<file path="config.mk">
export PLATFORM = sky130hd
export DESIGN_NAME = pwp_core
export DESIGN_NICKNAME = d
export VERILOG_FILES = /design/src/rtl/pwp_pkg.sv /design/src/rtl/pwp_core.sv
export VERILOG_INCLUDE_DIRS = /design/src /design/src/rtl
export SDC_FILE = /design/constraint.sdc
export NUM_CORES = 1
export LEC_CHECK = 0
export BUFFER_PORTS_ARGS = -buffer_cell sky130_fd_sc_hd__buf_4
export CORE_UTILIZATION = 40
export CTS_BUF_LIST = sky130_fd_sc_hd__clkbuf_8
export CTS_CLUSTER_DIAMETER = 50
export DETAILED_ROUTE_END_ITERATION = 16
export PLACE_DENSITY = 0.65
export SYNTH_ARGS = -nofsm -noshare
export SYNTH_HDL_FRONTEND = slang
export SYNTH_SLANG_ARGS = --single-unit
</file>
<file path="constraint.sdc">
create_clock -name ref_clk -period 2.3 [get_ports ref_clk]
set_input_delay 0.115 -clock ref_clk [delete_from_list [all_inputs] [get_ports ref_clk]]
set_output_delay 0.115 -clock ref_clk [all_outputs]
set_load 0.01 [all_outputs]
</file>
<file path="src/rtl/pwp_cfg.svh">
`ifndef PWP_CFG_SVH
`define PWP_CFG_SVH

// ----------------------------------------------------------------
// Register offsets
// ----------------------------------------------------------------
`define PWP_PW_FIRST 8'h39
`define PWP_PW_LAST 8'h3C
`define PWP_EE_ADDR 8'h3D
`define PWP_EE_DATA 8'h3E
`define PWP_EE_CMD 8'h3F
`define PWP_MIR_FIRST 8'hC0
`define PWP_MIR_LAST 8'hCA
`define PWP_REF_FIRST 8'hC6
`define PWP_REF_LAST 8'hC9
`define PWP_EN_ADDR 8'hCA

// ----------------------------------------------------------------
// Field positions and values
// ----------------------------------------------------------------
`define PWP_REF_IDX 6
`define PWP_EN_IDX 10
`define PWP_EN_ON 8'hFF
`define PWP_CMD_UPDATE 8'h11
`define PWP_CMD_READ 8'h22
`define PWP_PW_RESET 32'h00000000

// ----------------------------------------------------------------
// Timing
// ----------------------------------------------------------------
`define PWP_CLK_HZ 10000000
`define PWP_PREFR_MS 66
`define PWP_PREFR_CYC (`PWP_PREFR_MS * (`PWP_CLK_HZ / 1000))

`endif

</file>
<file path="src/rtl/pwp_pkg.sv">
package pwp_pkg;

	typedef enum logic [1:0] {
		PWP_ST_BOOT = 2'b01,
		PWP_ST_RUN = 2'b10
	} pwp_state_t;

	typedef struct packed {
		logic wr;
		logic rd;
		logic [7:0] addr;
		logic [7:0] wdata;
	} pwp_req_t;

	typedef struct packed {
		pwp_state_t st;
		logic [19:0] cnt;
		logic [3:0][7:0] pw;
		logic [10:0][7:0] mir;
		logic [7:0] ee_addr;
		logic [7:0] ee_data;
		logic nv_store;
		logic [7:0] rdata;
		logic rvalid;
	} pwp_regs_t;

endpackage

</file>
<file path="src/rtl/pwp_core.sv">
`timescale 1ns/10ps

`include "pwp_cfg.svh"

module pwp_core #(
	parameter int REFRESH_CYCLES = `PWP_PREFR_CYC
) (
	input wire logic ref_clk,
	input wire logic resetn,
	input wire pwp_pkg::pwp_req_t acc_req,
	input wire logic [10:0][7:0] nv_image,
	output logic wr_grant,
	output logic ready,
	output logic locked,
	output logic [7:0] acc_rdata,
	output logic acc_rvalid,
	output logic nv_store,
	output logic [10:0][7:0] nv_store_data
);

	// ----------------------------------------------------------------
	// Helpers
	// ----------------------------------------------------------------
	function automatic logic in_span(input logic [7:0] a, input logic [7:0] lo,
		input logic [7:0] hi);
		in_span = (a >= lo) && (a <= hi);
	endfunction

	function automatic logic [3:0] sub_idx(input logic [7:0] a, input logic [7:0] base);
		logic [7:0] diff;
		diff = a - base;
		sub_idx = diff[3:0];
	endfunction

	pwp_pkg::pwp_regs_t q, d;
	logic prot_on;
	logic pw_match;
	logic unlocked;
	logic pw_hit;
	logic mir_hit;
	logic [31:0] ref_pw;
	logic [3:0] idx;
	logic [3:0] ee_idx;

	// ----------------------------------------------------------------
	// Protection decode
	// ----------------------------------------------------------------
	assign ref_pw = {q.mir[`PWP_REF_IDX + 3], q.mir[`PWP_REF_IDX + 2],
		q.mir[`PWP_REF_IDX + 1], q.mir[`PWP_REF_IDX]};
	assign prot_on = q.mir[`PWP_EN_IDX] == `PWP_EN_ON;
	assign pw_match = q.pw == ref_pw;
	assign unlocked = !prot_on || pw_match;
	assign pw_hit = in_span(acc_req.addr, `PWP_PW_FIRST, `PWP_PW_LAST);
	assign mir_hit = in_span(acc_req.addr, `PWP_MIR_FIRST, `PWP_MIR_LAST);
	assign ready = q.st == pwp_pkg::PWP_ST_RUN;
	assign locked = !unlocked;
	// Entry bytes stay open so the host can always unlock or relock
	assign wr_grant = ready && acc_req.wr && (unlocked || pw_hit);
	assign acc_rdata = q.rdata;
	assign acc_rvalid = q.rvalid;
	assign nv_store = q.nv_store;
	assign nv_store_data = q.mir;

	// ----------------------------------------------------------------
	// Next state
	// ----------------------------------------------------------------
	always_comb begin
		d = q;
		d.nv_store = 1'b0;
		d.rvalid = 1'b0;
		idx = 4'h0;
		ee_idx = sub_idx(q.ee_addr, `PWP_MIR_FIRST);
		unique case (q.st)
			pwp_pkg::PWP_ST_BOOT: begin
				d.cnt = q.cnt + 20'h00001;
				if (q.cnt == 20'(REFRESH_CYCLES - 1)) begin
					d.pw = `PWP_PW_RESET;
					d.mir = nv_image;
					d.st = pwp_pkg::PWP_ST_RUN;
				end
			end
			pwp_pkg::PWP_ST_RUN: begin
				if (wr_grant) begin
					if (pw_hit) begin
						idx = sub_idx(acc_req.addr, `PWP_PW_FIRST);
						d.pw[idx[1:0]] = acc_req.wdata;
					end else if (mir_hit) begin
						idx = sub_idx(acc_req.addr, `PWP_MIR_FIRST);
						d.mir[idx] = acc_req.wdata;
					end else if (acc_req.addr == `PWP_EE_ADDR) begin
						d.ee_addr = acc_req.wdata;
					end else if (acc_req.addr == `PWP_EE_DATA) begin
						d.ee_data = acc_req.wdata;
					end else if (acc_req.addr == `PWP_EE_CMD) begin
						if (acc_req.wdata == `PWP_CMD_UPDATE) begin
							d.nv_store = 1'b1;
						end else if (acc_req.wdata == `PWP_CMD_READ) begin
							if (in_span(q.ee_addr, `PWP_MIR_FIRST, `PWP_MIR_LAST)) begin
								d.ee_data = nv_image[ee_idx];
							end else begin
								d.ee_data = 8'h00;
							end
						end
					end
				end
				// Reads are served in every protection state
				if (acc_req.rd) begin
					d.rvalid = 1'b1;
					d.rdata = 8'h00;
					if (pw_hit) begin
						idx = sub_idx(acc_req.addr, `PWP_PW_FIRST);
						d.rdata = q.pw[idx[1:0]];
					end else if (mir_hit &&
						!in_span(acc_req.addr, `PWP_REF_FIRST, `PWP_REF_LAST)) begin
						idx = sub_idx(acc_req.addr, `PWP_MIR_FIRST);
						d.rdata = q.mir[idx];
					end else if (acc_req.addr == `PWP_EE_ADDR) begin
						d.rdata = q.ee_addr;
					end else if (acc_req.addr == `PWP_EE_DATA) begin
						d.rdata = q.ee_data;
					end
				end
			end
			default: begin
				d.st = pwp_pkg::PWP_ST_BOOT;
			end
		endcase
	end

	always_ff @(posedge ref_clk or negedge resetn) begin
		if (!resetn) begin
			q <= '{st: pwp_pkg::PWP_ST_BOOT, cnt: 20'h00000, pw: 32'h00000000,
				mir: 88'h0, ee_addr: 8'h00, ee_data: 8'h00, nv_store: 1'b0,
				rdata: 8'h00, rvalid: 1'b0};
		end else begin
			q <= d;
		end
	end
endmodule

</file>
==> flow_metrics.py <==
metrics = {
    "timing": {
        "fmax_mhz": 397,
        "grt_setup_unrepaired": "true",
        "slew_headroom_pct": 36.9,
        "hold_viol_final": 0,
        "min_period_ps": 2520,
        "fin_ws_ps": -219,
        "setup_viol": 104,
        "fin_tns_setup_ps": -17480,
        "maxSlewViolCount": 0,
        "worst_slew_pin_slew_ps": 947,
        "clock_skew_ps": 20.7,
        "fin_crit_sh_pct": 110,
    },
    "global_route": {
        "grt_max_degree": 90,
        "grt_usage_pct": 29.5,
        "use_met2_pct": 46.1,
        "grt_pass1_wl_mm": 61.1,
        "grt_overflow_total": 0,
        "grt_pass1_vias": 9778,
        "use_met1_pct": 39.6,
        "busiest_layer": "met2",
        "global_route.usage.met3_pct": 6.39,
        "antenna_found_initial": 0,
    },
    "die": {
        "core_sq_um": 27000,
        "std_cell_rows": 60,
        "die_w_microns": 168,
        "fp.dieArea_sq_um": 28200,
        "start_util_pct": 40.8,
        "die_h_microns": 168,
        "ios": 209,
    },
    "synthesis": {
        "synth_area_leader_cell": "dfrtp_1",
        "yosysSeqAreaShare_pct": 38.1,
        "yosys_warnings": 0,
        "synth_async_sr_flop_share_pct": 100,
        "yosysMostFrequentCell": "nand2_1",
        "synthCells": 1087,
        "synth.avg_cell_area_sq_um": 10.1,
        "synth_area_leaders": "dfrtp_1, mux4_2, nand2_1, buf_4, mux2_4",
        "synth_edf_count": 0,
        "syn_area_sq_um": 11000,
        "yosysUniqueCellTypes": 56,
        "synth_common_cells": "nand2_1, dfrtp_1, o21ai_0, buf_4, mux2_2",
        "synth_seq_cells": 168,
        "synthesis.nets": 1200,
        "ys.flop_type": "dfrtp_1",
        "netlist.area_leader.share_pct": 37.9,
    },
    "setup_path": {
        "r2r_setup_slack_ps": -220,
        "crit_fanout": 11,
        "setup.worst_path.end_class": "flip-flop",
        "required_ps": 2660,
        "critPathArrivalTime_ps": 2880,
        "rr_worst_depth": 10,
        "start_kind": "flip-flop",
        "r2r_start": "q[138]",
        "r2r_end": "nv_store_data[22]",
        "setup.worst_path.class": "reg -> reg",
    },
    "pwr": {
        "pwr-share-seq_pct": 47.8,
        "power_density_nw_per_um2": 421,
        "clkPwrFrac_pct": 40.8,
        "p_leak_nw": 7.05,
        "power_frac_comb_pct": 11.4,
        "p_int_mw": 4.52,
        "p_total_mw": 6.17,
        "ir_drop_mv": 0.348,
        "switching_share_pct": 26.7,
        "p_sw_mw": 1.65,
    },
    "detailed_routing": {
        "wire_per_inst_microns": 23.8,
        "dr.pass1.iters": 5,
        "viasPerCell": 5.68,
        "dr.first_iter.drc_count": 1060,
        "ant_nets": 0,
        "drc": 0,
        "totalWireLength_mm": 41.1,
        "vias": 9826,
    },
    "placement": {
        "dpl.hpwl_mm": 30.3,
        "port_buffers": 208,
        "place_congestion": 0.932,
    },
    "outcome": {
        "failed_checks": "negative setup slack",
        "status": "finished with violations",
    },
    "worst_hold_path": {
        "hp-start": "nv_image[82]",
        "worstHoldPathCells": 3,
        "hold_class": "in -> reg",
        "min_to": "nv_store_data[82]",
    },
    "final_layout": {
        "area_growth_pct": 32.9,
        "drive_above_1_share_pct": 40.7,
        "diodes": 0,
        "finalNetCount": 1488,
    },
    "job": {
        "cap_violations": 0,
    },
    "clock_tree": {
        "htree_levels": 4,
        "insertion_delay_ps": 480,
        "cts_root_buf": "clkbuf_8",
        "path_clk_slew_ps": 100,
        "cts.sinks": 168,
        "clock_path_buffers": 2,
        "numCtsBuffers": 17,
        "cts_tree": "done",
    },
}
## state kept, by name (all words and copies together) (netlist names)
name           flops
q                 70
nv_store_data     88
nv_store           1
acc_rdata          8
acc_rvalid         1
## placed cells by master, fill, tap and decap left out, types with 6 or more instances in the layout
master | Yosys | layout
a21oi_1 | 11 | 10
mux2_2 | 55 | 38
mux2_4 | 48 | 66
nand2_1 | 220 | 220
nor3_1 | 6 | 6
a22o_1 | 32 | 32
and3_1 | 11 | 10
buf_6 | 9 | 9
xor2_1 | 38 | 38
mux4_2 | 40 | 40
nor2_1 | 20 | 20
dfrtp_1 | 167 | 167
buf_12 | 0 | 18
xnor2_1 | 13 | 13
nor4_1 | 9 | 6
nand4_1 | 7 | 7
nor2b_1 | 8 | 8
a22oi_1 | 15 | 15
dlygate4sd3_1 | 0 | 69
mux2i_1 | 17 | 17
a21o_1 | 7 | 7
a221o_1 | 7 | 7
nand3_1 | 6 | 6
buf_4 | 97 | 341
o21ai_0 | 128 | 127
inv_1 | 6 | 6
clkbuf_8 | 0 | 18
## routing by layer
metal	vias to the layer above	part of all wire, %	wire length [microns]
li1	4324	-	-
met1	4808	42	17100
met2	598	46	18700
met3	96	9.2	3800
met4	0	3.6	1490
met5	-	0	0
## cells by family (layout without fill, tap and decap cells)
| family | Yosys count | after routing | share of synthesized area [%] |
|---|---|---|---|
| and+or+nand+nor | 312 | 312 | 12.7 |
| xor gates and xnor gates | 51 | 51 | 4.05 |
| buffers and inverters | 176 | 477 | 10.1 |
| adders and majority gates | 5 | 5 | 0.567 |
| muxes | 161 | 161 | 22.0 |
| DFF | 168 | 168 | 38.1 |
| AOI/OAI and AO/OA | 214 | 214 | 12.5 |
## critical path: stages (launching register included)
cell     delay, ps
dfrtp_1        420
xor2_1         180
nor4_2         350
nand4_1        160
o21ai_2        240
buf_6          140
o32ai_2        100
buf_12         160
a21oi_4        170
buf_12         150
mux2_2         320
## power groups by stage
stage	combinational (mW)	sequential, mW	clock, mW
final	0.703	2.95	2.52
after global routing	0.746	2.95	2.65
after global placement	0.588	3.01	0
after CTS	0.691	2.95	2.54
after floorplan	0.213	3.01	0
after detailed placement	0.594	3.01	0
## layout make-up
type | count | area (sq um)
timing repair buffer | 437 | 3710
clock buffer | 18 | 248
inverter | 8 | 30.0
clock inverter | 14 | 208
fill | 2351 | 12400
tap | 341 | 427
sequential | 168 | 4210
multi-input combinational | 743 | 5830
## through the flow
stage | std cells | instance area, sq um | hold slack, ps | util, % | worst slack (ps)
CTS | 1728 | 14600 | 0.146 | 54.1 | -173
detailed placement | 1624 | 13300 | 77.4 | 49.3 | -234
floorplan | 1087 | 11000 | -181 | - | 15.4
finish | 1729 | 14700 | 17.9 | 54.2 | -219
global placement | 1624 | 13300 | 72.7 | 49.3 | -233
global route | 1729 | 14700 | 5.85 | 54.2 | -266
## what timing repair did
action / 4_1_cts / 5_1_grt
resized for setup: 25 / 9
setup endpoints to repair: 105 / 105
pin swaps: 3 / 1
hold endpoints to repair: 194 / 0
setup buffers: 3 / 1
hold buffers: 69 / 0
## worst max path at each step
stage / start / end / slack, ps / cells past startpoint
6_report: q[138] / nv_store_data[22] / -220 / 10
5_1_grt: nv_store_data[52] / nv_store_data[83] / -270 / 11
4_1_cts: q[126] / nv_store_data[84] / -170 / 11
3_5_place_dp: q[131] / nv_store_data[67] / -230 / 9
3_3_place_gp: q[131] / nv_store_data[66] / -230 / 9
2_1_floorplan: q[166] / nv_store_data[56] / 20 / 9
Power figures use the tool's default switching activity.
